File: config.mk
export PLATFORM = sky130hd
export DESIGN_NAME = gptcc_timer
export DESIGN_NICKNAME = d
export VERILOG_FILES = /design/src/include/gptcc_pkg.sv /design/src/logic/gptcc_sync.sv /design/src/logic/gptcc_tick.sv /design/src/logic/gptcc_timer.sv
export SDC_FILE = /design/constraint.sdc
export NUM_CORES = 1
export LEC_CHECK = 0
export BUFFER_PORTS_ARGS = -buffer_cell sky130_fd_sc_hd__buf_4
export CAP_MARGIN = 15
export CORE_MARGIN = 2
export CORE_UTILIZATION = 45
export CTS_CLUSTER_DIAMETER = 150
export DETAILED_ROUTE_END_ITERATION = 6
export GPL_TIMING_DRIVEN = 0
export SLEW_MARGIN = 20
export SYNTH_ARGS = -nofsm -noshare
export SYNTH_HDL_FRONTEND = slang
export SYNTH_SLANG_ARGS = --single-unit
File: constraint.sdc
create_clock -name core_clk_i -period 4.85 [get_ports core_clk_i]
set_input_delay 0.485 -clock core_clk_i [delete_from_list [all_inputs] [get_ports core_clk_i]]
set_output_delay 0.485 -clock core_clk_i [all_outputs]
set_load 0.02 [all_outputs]
File: src/include/gptcc_pkg.sv
package gptcc_pkg;
  localparam int ADDR_W = 4;
  localparam int DATA_W = 16;
  localparam int CNT_W = 16;

  // Register map, word addresses on the plain register port.
  localparam logic [3:0] ADDR_CONTROL = 4'h0;
  localparam logic [3:0] ADDR_COUNT = 4'h1;
  localparam logic [3:0] ADDR_CMP_A = 4'h2;
  localparam logic [3:0] ADDR_CMP_B = 4'h3;
  localparam logic [3:0] ADDR_IRQ_STATUS = 4'h4;
  localparam logic [3:0] ADDR_IRQ_MASK = 4'h5;

  // Control register field positions.
  localparam int BIT_ENABLE = 15;
  localparam int BIT_PERMIT = 14;
  localparam int BIT_IRQ_EN = 13;
  localparam int BIT_B_IN_USE = 12;
  localparam int BIT_MAX_FLAG = 5;
  localparam int BIT_RETRIG = 4;
  localparam int BIT_PRESCALE = 3;
  localparam int BIT_EXTERNAL_CLOCK_SELECT = 2;
  localparam int BIT_ALTERNATE_COMPARE_SELECT = 1;
  localparam int BIT_CONT = 0;

  localparam logic [15:0] CONTROL_RESET = 16'h0000;
  localparam logic [15:0] COUNT_RESET = 16'h0000;
  localparam logic [15:0] CMP_RESET = 16'h0000;
  localparam logic [15:0] CMP_ZERO = 16'h0000;
  localparam logic [15:0] COUNT_FULL = 16'hffff;

  // Interrupt status bits.
  localparam int IRQ_BITS = 2;
  localparam int IRQ_MAX_A = 0;
  localparam int IRQ_MAX_B = 1;
  localparam logic [1:0] IRQ_RESET = 2'h0;

  // Internal clock advances the count every fourth core clock.
  localparam int INT_DIV = 4;
  localparam logic [1:0] DIV_LAST = 2'(INT_DIV - 1);
  localparam logic [1:0] DIV_RESET = 2'h0;

  typedef struct packed {
    logic [ADDR_W-1:0] addr;
    logic [DATA_W-1:0] wdata;
    logic wr;
    logic rd;
  } gptcc_req_t;

  typedef struct packed {
    logic enable;
    logic irq_enable;
    logic retrigger_select;
    logic prescale_select;
    logic external_clock_select;
    logic alternate_compare_select;
    logic continuous_select;
  } gptcc_cfg_t;

  typedef enum logic [2:0] {
    ST_IDLE  = 3'b001,
    ST_CMP_A = 3'b010,
    ST_CMP_B = 3'b100
  } gptcc_state_t;
endpackage : gptcc_pkg

File: src/logic/gptcc_sync.sv
module gptcc_sync (
  input wire logic core_clk_i,
  input wire logic rst_n_i,
  input wire logic async_i,
  output logic sync_o,
  output logic rise_o
);
  import gptcc_pkg::*;

  typedef struct packed {
    logic meta;
    logic stable;
    logic prev;
  } gptcc_sync_t;

  gptcc_sync_t s_r;
  gptcc_sync_t s_nxt;

  always_comb begin
    s_nxt.meta = async_i;
    s_nxt.stable = s_r.meta;
    s_nxt.prev = s_r.stable;
  end

  // Reset to the high level so that a pin already high when reset ends is
  // not mistaken for a rising edge. A pin low at reset only opens the gate
  // for two cycles, while the timer is still disabled.
  always_ff @(posedge core_clk_i) begin
    if (!rst_n_i) begin
      s_r <= '1;
    end else begin
      s_r <= s_nxt;
    end
  end

  assign sync_o = s_r.stable;
  assign rise_o = s_r.stable & ~s_r.prev;
endmodule : gptcc_sync

File: src/logic/gptcc_tick.sv
module gptcc_tick (
  input wire logic core_clk_i,
  input wire logic rst_n_i,
  input wire logic run_i,
  output logic tick_o
);
  import gptcc_pkg::*;

  typedef struct packed {
    logic [1:0] div;
  } gptcc_tick_st_t;

  gptcc_tick_st_t t_r;
  gptcc_tick_st_t t_nxt;

  // The divider holds while the timer is stopped so a restart resumes
  // exactly where it paused.
  always_comb begin
    t_nxt = t_r;
    if (run_i) begin
      t_nxt.div = (t_r.div == DIV_LAST) ? DIV_RESET : t_r.div + 2'h1;
    end
  end

  always_ff @(posedge core_clk_i) begin
    if (!rst_n_i) begin
      t_r.div <= DIV_RESET;
    end else begin
      t_r <= t_nxt;
    end
  end

  assign tick_o = run_i && (t_r.div == DIV_LAST);
endmodule : gptcc_tick

File: src/logic/gptcc_timer.sv
// Notes on behaviour
// Software writes zeros to bits 11..6.
// Reaching either maximum sets the max flag.
// Only a software zero write clears it.
// Alternate mode: flag on A or B, any enable.
// Gate mode: input high counts, low freezes.
// Retrigger: input rising edge clears the count.
// Retrigger ignored with external clock selected.
// Internal clock: one step every four cycles.
// Prescale: step on the prescaler timer's maximum.
// Prescale ignored with external clock selected.
// External clock: step on each input rise.
// External clock at most a quarter rate.
// Single mode: count to A, then zero.
// Single mode: output low one cycle after max.
// Alternate mode: A, zero, B, zero.
// Alternate mode: output high on A, low B.
// Noncontinuous: clear, halt, drop enable at end.
// Continuous: restart from zero immediately.
// Writing one to the max flag does nothing.
module gptcc_timer (
  input wire logic core_clk_i,
  input wire logic rst_n_i,
  input wire gptcc_pkg::gptcc_req_t bus_i,
  output logic [gptcc_pkg::DATA_W-1:0] rdata_o,
  input wire logic timer_input_pin_i,
  input wire logic prescale_max_i,
  output logic timer_output_pin_o,
  output logic irq_o
);
  import gptcc_pkg::*;

  typedef struct packed {
    gptcc_cfg_t cfg;
    logic max_count_flag;
    gptcc_state_t state;
    logic [CNT_W-1:0] count;
    logic [CNT_W-1:0] cmp_a;
    logic [CNT_W-1:0] cmp_b;
    logic out_pin;
    logic [IRQ_BITS-1:0] irq_status;
    logic [IRQ_BITS-1:0] irq_mask;
    logic [DATA_W-1:0] rdata;
  } gptcc_st_t;

  gptcc_st_t s_r;
  gptcc_st_t s_nxt;

  logic pin_level;
  logic pin_rise;
  logic int_tick;
  logic step;
  logic retrig_clear;
  logic [CNT_W-1:0] limit;
  logic at_limit;
  logic phase_b;
  logic wr_ctl;
  logic [DATA_W-1:0] ctl_view;
  logic [IRQ_BITS-1:0] irq_event;

  gptcc_sync u_sync (
    .core_clk_i(core_clk_i),
    .rst_n_i(rst_n_i),
    .async_i(timer_input_pin_i),
    .sync_o(pin_level),
    .rise_o(pin_rise)
  );

  // The internal divider runs only while the gate lets the count move.
  gptcc_tick u_tick (
    .core_clk_i(core_clk_i),
    .rst_n_i(rst_n_i),
    .run_i(s_r.cfg.enable && (s_r.cfg.retrigger_select || pin_level)),
    .tick_o(int_tick)
  );

  always_comb begin
    if (s_r.cfg.external_clock_select) begin
      step = pin_rise;
    end else if (s_r.cfg.prescale_select) begin
      // Gate level still applies to prescaled counting.
      step = prescale_max_i &&
             (s_r.cfg.retrigger_select || pin_level);
    end else begin
      step = int_tick;
    end
    step = step && s_r.cfg.enable;
  end

  assign retrig_clear = s_r.cfg.enable && s_r.cfg.retrigger_select &&
                        !s_r.cfg.external_clock_select && pin_rise;

  assign phase_b = s_r.cfg.alternate_compare_select &&
                   (s_r.state == ST_CMP_B);
  // A zero compare value is taken as 16'hffff, a span of 65535 steps.
  always_comb begin
    limit = phase_b ? s_r.cmp_b : s_r.cmp_a;
    if (limit == CMP_ZERO) begin
      limit = COUNT_FULL;
    end
  end
  assign at_limit = step && (s_r.count + 16'h0001 == limit);

  assign wr_ctl = bus_i.wr && (bus_i.addr == ADDR_CONTROL);

  always_comb begin
    ctl_view = '0;
    ctl_view[BIT_ENABLE] = s_r.cfg.enable;
    ctl_view[BIT_IRQ_EN] = s_r.cfg.irq_enable;
    ctl_view[BIT_B_IN_USE] = phase_b;
    ctl_view[BIT_MAX_FLAG] = s_r.max_count_flag;
    ctl_view[BIT_RETRIG] = s_r.cfg.retrigger_select;
    ctl_view[BIT_PRESCALE] = s_r.cfg.prescale_select;
    ctl_view[BIT_EXTERNAL_CLOCK_SELECT] = s_r.cfg.external_clock_select;
    ctl_view[BIT_ALTERNATE_COMPARE_SELECT] = s_r.cfg.alternate_compare_select;
    ctl_view[BIT_CONT] = s_r.cfg.continuous_select;
  end

  always_comb begin
    irq_event = '0;
    if (at_limit && s_r.cfg.irq_enable) begin
      irq_event[IRQ_MAX_A] = !phase_b;
      irq_event[IRQ_MAX_B] = phase_b;
    end
  end

  always_comb begin
    s_nxt = s_r;
    s_nxt.out_pin = 1'b1;

    // Software writes.
    if (wr_ctl) begin
      if (bus_i.wdata[BIT_PERMIT]) begin
        s_nxt.cfg.enable = bus_i.wdata[BIT_ENABLE];
      end
      s_nxt.cfg.irq_enable = bus_i.wdata[BIT_IRQ_EN];
      s_nxt.cfg.retrigger_select = bus_i.wdata[BIT_RETRIG];
      s_nxt.cfg.prescale_select = bus_i.wdata[BIT_PRESCALE];
      s_nxt.cfg.external_clock_select = bus_i.wdata[BIT_EXTERNAL_CLOCK_SELECT];
      s_nxt.cfg.alternate_compare_select = bus_i.wdata[BIT_ALTERNATE_COMPARE_SELECT];
      s_nxt.cfg.continuous_select = bus_i.wdata[BIT_CONT];
      if (!bus_i.wdata[BIT_MAX_FLAG]) begin
        s_nxt.max_count_flag = 1'b0;
      end
    end
    if (bus_i.wr && bus_i.addr == ADDR_COUNT) begin
      s_nxt.count = bus_i.wdata;
    end
    if (bus_i.wr && bus_i.addr == ADDR_CMP_A) begin
      s_nxt.cmp_a = bus_i.wdata;
    end
    if (bus_i.wr && bus_i.addr == ADDR_CMP_B) begin
      s_nxt.cmp_b = bus_i.wdata;
    end
    if (bus_i.wr && bus_i.addr == ADDR_IRQ_STATUS) begin
      s_nxt.irq_status = s_r.irq_status & ~bus_i.wdata[IRQ_BITS-1:0];
    end
    if (bus_i.wr && bus_i.addr == ADDR_IRQ_MASK) begin
      s_nxt.irq_mask = bus_i.wdata[IRQ_BITS-1:0];
    end

    // Counting; hardware wins over a same-cycle software write.
    if (s_r.cfg.enable && s_r.state == ST_IDLE) begin
      s_nxt.state = ST_CMP_A;
    end
    if (retrig_clear) begin
      s_nxt.count = COUNT_RESET;
    end else if (at_limit) begin
      s_nxt.count = COUNT_RESET;
      s_nxt.max_count_flag = 1'b1;
      if (!s_r.cfg.alternate_compare_select) begin
        s_nxt.out_pin = 1'b0;
        s_nxt.state = ST_CMP_A;
      end else begin
        s_nxt.state = phase_b ? ST_CMP_A : ST_CMP_B;
      end
      if (!s_r.cfg.continuous_select &&
          (!s_r.cfg.alternate_compare_select || phase_b)) begin
        s_nxt.cfg.enable = 1'b0;
        s_nxt.state = ST_IDLE;
      end
    end else if (step) begin
      s_nxt.count = s_r.count + 16'h0001;
    end

    if (s_r.cfg.alternate_compare_select) begin
      s_nxt.out_pin = !(s_nxt.state == ST_CMP_B);
    end

    s_nxt.irq_status = s_nxt.irq_status | irq_event;

    s_nxt.rdata = '0;
    if (bus_i.rd) begin
      case (bus_i.addr)
        ADDR_CONTROL: s_nxt.rdata = ctl_view;
        ADDR_COUNT: s_nxt.rdata = s_r.count;
        ADDR_CMP_A: s_nxt.rdata = s_r.cmp_a;
        ADDR_CMP_B: s_nxt.rdata = s_r.cmp_b;
        ADDR_IRQ_STATUS: s_nxt.rdata = {14'h0000, s_r.irq_status};
        ADDR_IRQ_MASK: s_nxt.rdata = {14'h0000, s_r.irq_mask};
        default: s_nxt.rdata = '0;
      endcase
    end
  end

  always_ff @(posedge core_clk_i) begin
    if (!rst_n_i) begin
      s_r.cfg <= '0;
      s_r.max_count_flag <= 1'b0;
      s_r.state <= ST_IDLE;
      s_r.count <= COUNT_RESET;
      s_r.cmp_a <= CMP_RESET;
      s_r.cmp_b <= CMP_RESET;
      s_r.out_pin <= 1'b1;
      s_r.irq_status <= IRQ_RESET;
      s_r.irq_mask <= IRQ_RESET;
      s_r.rdata <= '0;
    end else begin
      s_r <= s_nxt;
    end
  end

  assign rdata_o = s_r.rdata;
  assign timer_output_pin_o = s_r.out_pin;
  assign irq_o = |(s_r.irq_status & s_r.irq_mask);
endmodule : gptcc_timer

== Word level (Yosys, flattened, before mapping) ==
Index checks and enable logic that the tools add are counted.

* Register bits after elaboration: 85
* Output and inout bits: 18
* Word-level logic and storage cells: 95

* Add/sub/neg operators: 2
* Equal/unequal tests: 10
* Mux-type cells: 25
* Bitwise gates (word level): 7
* Reduce and logical (&&, ||, !) cells: 31

{| class="wikitable"
|+ Operators by type and width
! operator !! number
|-
| $pmux W16 S6 || 1
|-
| $mux W16 || 4
|-
| $logic_and A1 B1 Y1 || 18
|-
| $add A16 B1 Y16 const B || 1
|-
| $eq A16 B16 Y1 || 1
|-
| $logic_not A16 Y1 || 1
|-
| $mux W3 || 4
|-
| $mux W1 || 10
|-
| $eq A4 B2 Y1 const B || 2
|-
| $eq A4 B3 Y1 const B || 2
|-
| $mux W4 || 2
|-
| $mux W8 || 1
|-
| $eq A3 B3 Y1 const B || 2
|-
| $mux W2 || 3
|-
| $logic_not A1 Y1 || 5
|-
| $and A2 B2 Y2 || 2
|-
| $eq A4 B1 Y1 const B || 1
|-
| $logic_not A4 Y1 || 1
|-
| $eq A3 B1 Y1 const B || 1
|-
| $reduce_or A3 Y1 || 1
|-
| $add A2 B1 Y2 const B || 1
|-
| $eq A2 B2 Y1 const B || 1
|-
| $logic_or A1 B1 Y1 || 2
|-
| $not A1 Y1 || 2
|-
| other kinds (6) || 6
|}

== Longest topological paths before layout ==
Gate-level depths: netlist of the first run.

* Depth in word-level cells: 12
* Depth in mapped cells: 11
* Gate-level depth less buffers: 9

== By module ==
A second synthesis of the first run with hierarchy kept.

* Cells, all modules: 603
* Area total of the unflattened synthesis: 5088.6 um^2

{| class="wikitable"
|+ Modules (own cells, without submodules)
! module !! instances !! cells an instance !! area each (um^2) !! sequential area each (um^2)
|-
| gptcc_timer || 1 || 587 || 4893.4 || 1601.5
|-
| gptcc_tick || 1 || 9 || 102.6 || 40.0
|-
| gptcc_sync || 1 || 7 || 92.6 || 60.1
|}

== Worst setup path before layout of the first run ==
No wires, ideal clock.

* Kind: register -> register
* From: register s_r[54] (netlist bit)
* To: register s_r[61] (netlist bit)
* Setup time: 133 ps
* Arrival time: 2851 ps
* Data required time: 4717 ps
* Path slack: 1866 ps
* Cell stages (with the launch flop): 11
* Buffers on the path: 1
* Period minus slack after synthesis: 2984 ps
* Cells stage by stage: dfxtp_1 > ha_1 > nand2_1 > nor4_1 > xnor2_1 > o22ai_1 > a2111oi_2 > o2111ai_2 > a2111oi_4 > buf_6 > nor3_1

* Word-level cells in the longest chain between the ends: 4
* Elaborated cells on any way between the ends: 5
* Those cells by class: add/sub (1); eq/ne (1); mux (1); reduce/logical (2)

{| class="wikitable"
|+ RTL lines
! item !! line !! RTL
|-
| from (decl) || gptcc_timer.sv:46 || <nowiki>gptcc_st_t s_r;</nowiki>
|-
| from (signal assigned) || gptcc_timer.sv:219 || <nowiki>s_r <= s_nxt;</nowiki>
|-
| $add A16 B1 Y16 * || gptcc_timer.sv:102, gptcc_timer.sv:183 ||
|-
| $eq A16 B16 Y1 || gptcc_timer.sv:102 || <nowiki>assign at_limit = step && (s_r.count + 16'h0001 == limit);</nowiki>
|-
| $logic_and A1 B1 Y1 || gptcc_timer.sv:102 ||
|-
| $reduce_or A3 Y1 (no source line) || - ||
|}

Mark *: on every way between the ends. The rest lies on a longest branch, timed or not.
A chain may end at the register's enable or synchronous reset.

== Final worst setup path of the first run ==
Ends and elaborated chain as after synthesis.

==> results of run 1 <==
[kinds of logic after synthesis]
group	share of synthesized area (%)
and+or+nand+nor	28.8
AOI/OAI and AO/OA	20.1
xor gates and xnor gates	2.47
buffers and inverters	6.50
adders and majority gates	0.483
muxes	8.78
DFF	32.9
[metrics by stage]
step	utilization [%]	cell area, µm²	cells	power, mW
6_report	52.5	5950	830	1.53
5_1_grt	52.5	5950	830	1.57
4_1_cts	52.5	5950	830	1.53
3_5_place_dp	50.0	5660	814	0.866
3_3_place_gp	50.0	5660	814	0.864
2_1_floorplan	-	5170	630	0.807
[final cells by class]
class                           count  area [µm²]
Fill cell                        1143        5370
Timing Repair Buffer               41         308
Multi-Input combinational cell    480        3140
Inverter                            4        15.0
Tap cell                          143         179
Clock inverter                      6        56.3
Clock buffer                       10         229
Sequential cell                    85        1700
Buffer                             61         322
[how the worst max path moves through the flow]
stage | startpoint | end | slack (ns)
2_1_floorplan | s_r[54]$_SDFFE_PP0P_ | s_r[61]$_SDFFE_PP0P_ | 1.87
3_5_place_dp | s_r[54]$_SDFFE_PP0P_ | s_r[63]$_SDFFE_PP0P_ | 1.08
3_3_place_gp | s_r[54]$_SDFFE_PP0P_ | s_r[62]$_SDFFE_PP0P_ | 1.10
5_1_grt | s_r[54]$_SDFFE_PP0P_ | s_r[61]$_SDFFE_PP0P_ | 0.78
4_1_cts | s_r[54]$_SDFFE_PP0P_ | s_r[61]$_SDFFE_PP0P_ | 1.03
6_report | s_r[54]$_SDFFE_PP0P_ | s_r[61]$_SDFFE_PP0P_ | 0.93
[flip-flops by register name, summed over array words and instances (netlist names)]
signal / flops
ctl_view: 8
rdata_o: 16
s_r: 55
timer_output_pin_o: 1
u_sync.s_nxt: 1
u_sync.s_r: 1
u_sync.sync_o: 1
u_tick.t_r: 2
[placed cells by master (no fill, tap or decap), types with 6 or more instances in the layout]
cell type / instances
nand2_1: 120
dfxtp_1: 85
buf_4: 60
a21boi_0: 39
nand3_1: 35
clkbuf_1: 33
o21ai_0: 25
nor2_1: 24
nor3_1: 24
nor2b_1: 16
mux2i_1: 15
nor4_1: 13
mux2_2: 13
a21oi_1: 11
a22oi_1: 11
xnor2_1: 10
clkbuf_16: 9
nand3b_1: 8
nor3b_1: 7
mux4_2: 7
nand2b_1: 6
[per-layer routing]
metal / up-vias / wire (µm)
li1: 2381 / -
met1: 2489 / 7990
met2: 221 / 8010
met3: 29 / 1340
met4: 0 / 375
met5: - / 0
[power breakdown]
group          total (mW)  switching, mW  internal, mW  leakage [nW]
clock               0.672          0.314         0.358         0.137
combinational       0.140         0.0873        0.0527          1.37
sequential          0.714        0.00897         0.705         0.686
[critical path, cell delays in order, from the launching register on]
cell and delay, ns:
dfxtp_1 0.52, ha_1 0.31, nand2_1 0.21, nor4_1 0.49
xnor2_1 0.25, o22ai_1 0.16, a2111oi_2 0.43, o2111ai_2 0.28
a2111oi_4 0.79, buf_6 0.25, nor3_1 0.08
==> flow_metrics.py, run 1 <==
metrics = {
    "status": {
        "outcome": "finished, final reports clean",
    },
    "placement": {
        "place_ws_ns": 1.08,
        "place_congestion": 0.938,
        "post-dp-hpwl_mm": 13.3,
        "portBuffers": 41,
    },
    "logic_synthesis": {
        "synth_area_mm2": 0.00517,
        "synth_flop_cell": "dfxtp_1",
        "synth.most_common_cell": "nand2_1",
        "netlist_instances": 630,
        "yosysTopAreaCellShare_pct": 32.9,
        "syn_avg_cell_area_um2": 8.21,
        "yosysSeqAreaShare_pct": 32.9,
        "synth_edf_count": 0,
        "yosysTopAreaCell": "dfxtp_1",
        "synthTopCellsByCount": "nand2_1, dfxtp_1, a21boi_0, nand3_1, clkbuf_1",
        "synthArstFlopShare_pct": 0,
        "yosys_warnings": 0,
        "synthDistinctLibCells": 71,
        "synth.area.top_cells": "dfxtp_1, nand2_1, a21boi_0",
        "synth_seq_cells": 85,
        "syn_nets": 658,
    },
    "timing": {
        "slew_violations": 0,
        "fmax_mhz": 255,
        "hold_violations": 0,
        "setup_viol": 0,
        "fin_ws_ns": 0.935,
        "final.setup.tns_ns": 0,
        "finClkSkew_ns": 0.00936,
        "post-route-min-period_ns": 3.92,
        "timing.slew.headroom_pct": 42.1,
        "hold_ws_ns": 0.307,
        "period_share_pct": 80.7,
        "grt_setup_unrepaired": "no",
        "tightest_slew_ns": 0.863,
    },
    "clock_tree": {
        "cts_resized": 0,
        "clockRootBuffer": "clkbuf_16",
        "postCtsHoldBufs": 0,
        "numCtsBuffers": 9,
        "postCtsSetupBuffers": 0,
        "clock-sinks": 85,
        "insertion_delay_ns": 0.36,
        "cts_tree": "yes",
        "htreeDepth": 3,
        "clkTransAtPathRegs_ns": 0.07,
        "clock_path_buffers": 2,
    },
    "route": {
        "vias": 5120,
        "drtPass1Iterations": 5,
        "route.antenna.remaining_nets": 0,
        "wire_per_inst_um": 21.3,
        "drtIter0Drc": 553,
        "drc_errors": 0,
        "routed_wl_mm": 17.7,
        "vias_per_cell": 6.17,
    },
    "global_route": {
        "antenna_found_initial": 0,
        "grt_max_degree": 17,
        "overflow": 0,
        "grt_usage_pct": 28.8,
        "grt_use_met3_pct": 4.10,
        "top_usage_layer": "met2",
        "grt_pass1_wl_mm": 27.6,
        "grt_pass1_vias": 4739,
        "use_met2_pct": 43.8,
        "grt_use_met1_pct": 41.8,
    },
    "floorplanning": {
        "core_mm2": 0.0113,
        "die_w_um": 111,
        "start_util_pct": 45.7,
        "std_cell_rows": 39,
        "dieArea_mm2": 0.0124,
        "ios": 44,
        "die_height_um": 111,
    },
    "pwr": {
        "ir_drop_uv": 212,
        "leakage_nw": 2.19,
        "power.density_mw_per_mm2": 257,
    },
    "finish": {
        "syn_to_final_growth_pct": 14.9,
        "nNetsFinal": 710,
        "drive_gt1_share_pct": 17.6,
        "antenna_cells": 0,
    },
    "hold_path": {
        "hp-start": "timer_input_pin_i",
        "whs_endpoint": "u_sync.s_nxt[1]$_SDFF_PN1_",
        "hp-class": "in2reg",
        "hold_depth": 2,
    },
    "setup_path": {
        "worstReg2RegEnd": "s_r[61]$_SDFFE_PP0P_",
        "rr_worst_depth": 10,
        "required_ns": 5.06,
        "rrSetupSlack_ns": 0.93,
        "endpoint_kind": "flip-flop",
        "arrival_ns": 4.13,
        "crit_type": "reg2reg",
        "cp-start-kind": "flip-flop",
        "cp_max_fo": 10,
        "rr_startpoint": "s_r[54]$_SDFFE_PP0P_",
    },
    "job": {
        "max_cap_viol_count": 0,
    },
}
(Power assumes the default switching activity.)
==> inputs of run 2 (changes only) <==
==> constraint.sdc (replaced) <==
create_clock -name core_clk_i -period 4.06 [get_ports core_clk_i]
set_input_delay 0.406 -clock core_clk_i [delete_from_list [all_inputs] [get_ports core_clk_i]]
set_output_delay 0.406 -clock core_clk_i [all_outputs]
set_load 0.02 [all_outputs]
==> run 2 against run 1 <==
Die area is the same. Core utilization did not move. Critical path depth rose by 1. Non-clock buffer count unchanged. Design area stayed put. First-iteration DRC count is 1.1% higher. Routed wire length about the same. Clock skew about the same. Clock power up 19%. Combinational power rose by 20%. Clock-buffer cell count did not move. Sequential share of layout area unchanged. Critical path type unchanged. Highest routed layer unchanged.
==> flow_metrics.py, run 2 (synthesized netlist as in run 1, its figures left out) <==
metrics = {
    "setup_path": {
        "endpoint_kind": "flip-flop",
        "arrival_ns": 3.98,
        "path_cells": "ha_1 -> clkbuf_1 -> nand2_1 -> nor4_2 -> xor2_1 -> o2bb2ai_1 -> a211oi_1 -> o2111ai_2 -> a2111oi_4 -> buf_6 -> nor3_1",
        "cp-start-kind": "flip-flop",
        "path_delay_family": "compound AO/OA/AOI/OAI gates",
        "max_stage_delay_ns": 0.64,
        "cp_num_buf_inv": 2,
        "crit_type": "reg2reg",
        "rrSetupSlack_ns": 0.29,
        "crit_slowest_cell": "a2111oi_4",
        "cp_max_fo": 10,
        "required_ns": 4.27,
    },
    "floorplanning": {
        "core_mm2": 0.0113,
        "dieArea_mm2": 0.0124,
        "die_w_um": 111,
        "std_cell_rows": 39,
        "die_height_um": 111,
        "ios": 44,
        "start_util_pct": 45.7,
    },
    "status": {
        "outcome": "finished, final reports clean",
    },
    "finish": {
        "final_cell_mix": "nand2_1, dfxtp_1, buf_4, a21boi_0, nand3_1",
        "antenna_cells": 0,
        "final_design_area_no_fill_mm2": 0.00595,
        "syn_to_final_growth_pct": 14.9,
        "drive_gt1_share_pct": 17.6,
        "largest_register_ffs": 55,
        "fin_util_pct": 52.5,
        "regMostFlops": "s_r",
        "nNetsFinal": 710,
        "fin_cells": 830,
        "final_common_cell": "nand2_1",
    },
    "placement": {
        "place_congestion": 0.938,
        "portBuffers": 41,
        "post-dp-hpwl_mm": 13.3,
        "place_inst": 814,
        "place_ws_ns": 0.293,
        "placed_cell_area_mm2": 0.00566,
    },
    "clock_tree": {
        "postCtsHoldBufs": 0,
        "insertion_delay_ns": 0.36,
        "postCtsSetupBuffers": 0,
        "clock_path_buffers": 2,
        "clkTransAtPathRegs_ns": 0.07,
        "clock-sinks": 85,
        "htreeDepth": 3,
        "cts_tree": "yes",
        "numCtsBuffers": 9,
        "clockRootBuffer": "clkbuf_16",
    },
    "route": {
        "drtPass1Iterations": 5,
        "routed_wl_mm": 17.7,
        "vias": 5113,
        "drtIter0Drc": 559,
        "vias_per_cell": 6.16,
        "wire_per_inst_um": 21.3,
        "route.antenna.remaining_nets": 0,
        "drc_errors": 0,
    },
    "hold_path": {
        "hp-class": "in2reg",
    },
    "job": {
        "max_cap_viol_count": 0,
    },
    "pwr": {
        "leakage_nw": 2.19,
        "total_power_mw": 1.82,
        "ir_drop_uv": 254,
        "power.density_mw_per_mm2": 306,
    },
    "global_route": {
        "grt_pass1_wl_mm": 27.6,
        "grt_usage_pct": 28.8,
        "grt_pass1_vias": 4739,
        "grt_max_degree": 17,
        "antenna_found_initial": 0,
        "overflow": 0,
    },
    "timing": {
        "final.setup.tns_ns": 0,
        "period_share_pct": 92.8,
        "tightest_slew_ns": 0.840,
        "fin_ws_ns": 0.293,
        "grt_setup_unrepaired": "no",
        "setup_viol": 0,
        "post-route-min-period_ns": 3.77,
        "slew_violations": 0,
        "hold_violations": 0,
        "finClkSkew_ns": 0.00924,
        "fmax_mhz": 265,
        "hold_ws_ns": 0.229,
        "timing.slew.headroom_pct": 43.6,
    },
}
[run 2: cell counts in the layout (fill, tap and decap cells not counted)]
Identical to the previous run, type by type.
[run 2: area by class of cell]
cell class	count	area, µm²
Inverter	4	15.0
Multi-Input combinational cell	480	3140
Tap cell	143	179
Clock buffer	10	229
Sequential cell	85	1700
Buffer	61	322
Clock inverter	6	56.3
Timing Repair Buffer	41	308
Fill cell	1143	5370
[run 2: layer usage]
layer  GRT usage, %  vias to the layer above  routed length, µm
li1               -                     2381                  -
met1           41.8                     2479               8090
met2           43.8                      230               8010
met3           4.10                       23               1280
met4           9.96                        0                338
met5              0                        -                  0
[run 2: final timing paths]
check / from / cells past startpoint / endpoint
max: s_r[54]$_SDFFE_PP0P_ / 11 / s_r[61]$_SDFFE_PP0P_
min: timer_input_pin_i / 2 / u_sync.s_nxt[1]$_SDFF_PN1_
max reg2reg: s_r[54]$_SDFFE_PP0P_ / 11 / s_r[61]$_SDFFE_PP0P_
min reg2reg: u_sync.s_nxt[1]$_SDFF_PN1_ / 1 / u_sync.sync_o$_SDFF_PN1_
[run 2: worst reg2reg max path: stages, from the launching register on]
cell and delay (ns):
dfxtp_1 0.51, ha_1 0.31, clkbuf_1 0.41, nand2_1 0.12, nor4_2 0.19, xor2_1 0.39, o2bb2ai_1 0.13, a211oi_1 0.31
o2111ai_2 0.27, a2111oi_4 0.64, buf_6 0.26, nor3_1 0.08
[run 2: power by group]
group	switching (mW)	internal [mW]	total, mW	leakage (nW)
clock	0.374	0.428	0.802	0.137
combinational	0.105	0.0631	0.168	1.37
sequential	0.0108	0.842	0.853	0.686
[run 2: timing repair]
item                                   CTS  global route
setup endpoints to repair                0             1
endpoints found under the hold margin    0             0
gates resized for setup                  0             0
==> inputs of run 3 (changes only) <==
--- a/config.mk
+++ b/config.mk
@@ -7,11 +7,14 @@
 export LEC_CHECK = 0
 export BUFFER_PORTS_ARGS = -buffer_cell sky130_fd_sc_hd__buf_4
 export CAP_MARGIN = 15
+export CELL_PAD_IN_SITES_DETAIL_PLACEMENT = 1
+export CELL_PAD_IN_SITES_GLOBAL_PLACEMENT = 2
 export CORE_MARGIN = 2
-export CORE_UTILIZATION = 45
+export CORE_UTILIZATION = 36
 export CTS_CLUSTER_DIAMETER = 150
 export DETAILED_ROUTE_END_ITERATION = 6
 export GPL_TIMING_DRIVEN = 0
+export PLACE_DENSITY_LB_ADDON = 0.1
 export SLEW_MARGIN = 20
 export SYNTH_ARGS = -nofsm -noshare
 export SYNTH_HDL_FRONTEND = slang
==> constraint.sdc (replaced) <==
create_clock -name core_clk_i -period 4.06 [get_ports core_clk_i]
set_input_delay 0 -clock core_clk_i [delete_from_list [all_inputs] [get_ports core_clk_i]]
set_output_delay 0 -clock core_clk_i [all_outputs]
set_load 0.02 [all_outputs]
==> run 3 against run 2 <==
First-iteration DRC count down 23%. Register-to-register slack better by 0.03 ns. Critical path depth is the same. Maximum frequency up 0.69%. Clock-buffer cell count shrank 1. Sequential power barely moved. Global-route usage decreased by 1.5 points. Clock skew grew 0.0018 ns. Via count increased by 2.1%. Design area rose by 4.6%.
==> flow_metrics.py, run 3 (synthesized netlist as in run 1, its figures left out) <==
metrics = {
    "status": {
        "outcome": "finished, final reports clean",
    },
    "route": {
        "highest_layer": "met4",
        "wire_per_inst_um": 22.8,
        "drtPass1Iterations": 5,
        "routed_wl_mm": 20.3,
        "vias_per_cell": 5.89,
        "vias": 5221,
        "wl_met1_mm": 9.35,
        "drtIter0Drc": 428,
        "drc_errors": 0,
        "route.antenna.remaining_nets": 0,
        "wl_met3_mm": 1.18,
        "wl_met2_mm": 9.39,
    },
    "clock_tree": {
        "cts_tree": "yes",
        "postCtsSetupBuffers": 0,
        "cts_resized": 0,
        "clockRootBuffer": "clkbuf_16",
        "numCtsBuffers": 9,
        "htreeDepth": 3,
        "clock_path_buffers": 2,
        "clock-sinks": 85,
        "clkTransAtPathRegs_ns": 0.07,
        "insertion_delay_ns": 0.36,
    },
    "setup_path": {
        "crit_type": "reg2reg",
        "max_stage_delay_ns": 0.66,
        "rr_worst_depth": 11,
        "rr_startpoint": "s_r[54]$_SDFFE_PP0P_",
        "path_delay_family": "compound AO/OA/AOI/OAI gates",
        "endpoint_kind": "flip-flop",
        "cp-start-kind": "flip-flop",
        "crit_slowest_cell": "a2111oi_4",
        "cp.depth": 11,
        "cp_max_fo": 10,
        "path_cells": "ha_1 -> clkbuf_1 -> nand2_1 -> nor4_2 -> xor2_1 -> o2bb2ai_1 -> a211oi_1 -> o2111ai_2 -> a2111oi_4 -> buf_6 -> nor3_1",
        "rrSetupSlack_ns": 0.32,
        "cp_num_buf_inv": 2,
        "arrival_ns": 3.95,
        "required_ns": 4.27,
        "worstReg2RegEnd": "s_r[61]$_SDFFE_PP0P_",
    },
    "hold_path": {
        "hp-start": "bus_i[21]",
        "whs_endpoint": "rdata_o[3]$_SDFF_PN0_",
        "hp-class": "in2reg",
        "hold_depth": 4,
    },
    "global_route": {
        "grt_pass1_wl_mm": 30.3,
        "grt_pass1_vias": 5096,
        "overflow": 0,
        "antenna_found_initial": 0,
        "grt_max_degree": 17,
        "grt_usage_pct": 27.3,
    },
    "placement": {
        "placed_cell_area_mm2": 0.00571,
        "place_congestion": 0.918,
        "post-dp-hpwl_mm": 15.2,
        "portBuffers": 41,
    },
    "timing": {
        "final.setup.tns_ns": 0,
        "hold_violations": 0,
        "slew_violations": 0,
        "finClkSkew_ns": 0.0110,
        "fmax_mhz": 267,
        "timing.slew.headroom_pct": 45.0,
        "setup_viol": 0,
        "grt_setup_unrepaired": "no",
        "post-route-min-period_ns": 3.74,
        "tightest_slew_ns": 0.820,
        "period_share_pct": 92.2,
    },
    "finish": {
        "final_cell_mix": "nand2_1, dfxtp_1, buf_4, a21boi_0, nand3_1",
        "final_common_cell": "nand2_1",
        "nNetsFinal": 730,
        "nFillCells": 1681,
        "regMostFlops": "s_r",
        "largest_register_ffs": 55,
        "drive_gt1_share_pct": 17.3,
        "antenna_cells": 0,
        "final_design_area_no_fill_mm2": 0.00622,
        "syn_to_final_growth_pct": 20.2,
    },
    "pwr": {
        "p_seq_share_pct": 44.6,
        "p_int_mw": 1.40,
        "power.density_mw_per_mm2": 308,
        "p_switching_mw": 0.511,
        "ir_drop_uv": 289,
        "power_frac_clock_pct": 45.6,
        "leakage_nw": 2.28,
        "comb_power_share_pct": 9.8,
        "swShare_pct": 26.7,
    },
    "floorplanning": {
        "ios": 44,
        "std_cell_rows": 43,
        "core_mm2": 0.0139,
        "dieArea_mm2": 0.0154,
        "die_w_um": 124,
        "start_util_pct": 37.1,
        "die_height_um": 124,
    },
    "job": {
        "max_cap_viol_count": 0,
    },
}
-- run 3: cell count changes in the layout (fill, tap and decap cells not counted) --
cell           previous run  this run
clkbuf_1                 33        32
bufinv_16                 0         1
inv_8                     2         0
clkinv_8                  0         1
clkinv_2                  0         1
dlygate4sd3_1             0        20
-- run 3: per-layer routing --
| layer | vias to the layer above | track usage, % |
|---|---|---|
| met5 | - | 0 |
| met1 | 2612 | 38.2 |
| met4 | 0 | 7.79 |
| met2 | 159 | 43.3 |
| li1 | 2420 | - |
| met3 | 30 | 4.49 |
-- run 3: metrics by stage --
step | std cells | setup WS (ns) | total power [mW] | hold WS (ns) | util (%)
2_1_floorplan | 630 | 1.08 | 0.964 | 0.101 | -
3_3_place_gp | 851 | 0.291 | 1.04 | 0.182 | 41.0
3_5_place_dp | 851 | 0.271 | 1.04 | 0.188 | 41.0
4_1_cts | 887 | 0.259 | 1.92 | 0.0779 | 44.6
5_1_grt | 887 | 0.0510 | 1.98 | 0.117 | 44.6
6_report | 887 | 0.318 | 1.91 | 0.0780 | 44.6
-- run 3: how the worst max path moves through the flow --
| stage | start | endpoint | slack (ns) |
|---|---|---|---|
| 6_report | s_r[54]$_SDFFE_PP0P_ | s_r[61]$_SDFFE_PP0P_ | 0.32 |
| 5_1_grt | s_r[54]$_SDFFE_PP0P_ | s_r[61]$_SDFFE_PP0P_ | 0.05 |
| 4_1_cts | s_r[54]$_SDFFE_PP0P_ | s_r[61]$_SDFFE_PP0P_ | 0.26 |
| 3_5_place_dp | s_r[54]$_SDFFE_PP0P_ | s_r[61]$_SDFFE_PP0P_ | 0.27 |
| 3_3_place_gp | s_r[54]$_SDFFE_PP0P_ | s_r[66]$_SDFFE_PP0P_ | 0.29 |
| 2_1_floorplan | s_r[54]$_SDFFE_PP0P_ | s_r[61]$_SDFFE_PP0P_ | 1.08 |
-- run 3: worst min-delay path: stages --
cell and delay [ns]:
buf_4 0.09, nand3b_1 0.10, or2_2 0.15, nor2b_1 0.05
-- run 3: power groups by stage --
stage | logic [mW] | clock network [mW] | registers (mW)
after floorplan | 0.0967 | 0 | 0.867
after global placement | 0.165 | 0 | 0.872
after detailed placement | 0.169 | 0 | 0.872
after CTS | 0.185 | 0.882 | 0.853
after global routing | 0.200 | 0.925 | 0.854
final | 0.188 | 0.872 | 0.853
-- run 3: repair_timing --
item,in CTS,in global routing
hold endpoints to repair,42,0
setup endpoints to repair,0,10
hold buffers,20,0
-- run 3: area by class of cell --
cell class / instances / area [µm²] / share of cell area, %
well taps: 180 / 225 / 3.62
clock buffers: 9 / 225 / 3.62
repair buffers: 61 / 508 / 8.17
flip-flops and latches: 85 / 1700 / 27.4
plain buffers: 61 / 322 / 5.17
inverters: 4 / 15.0 / 0.241
multi-input cells: 480 / 3140 / 50.4
clock inverters: 7 / 85.1 / 1.37
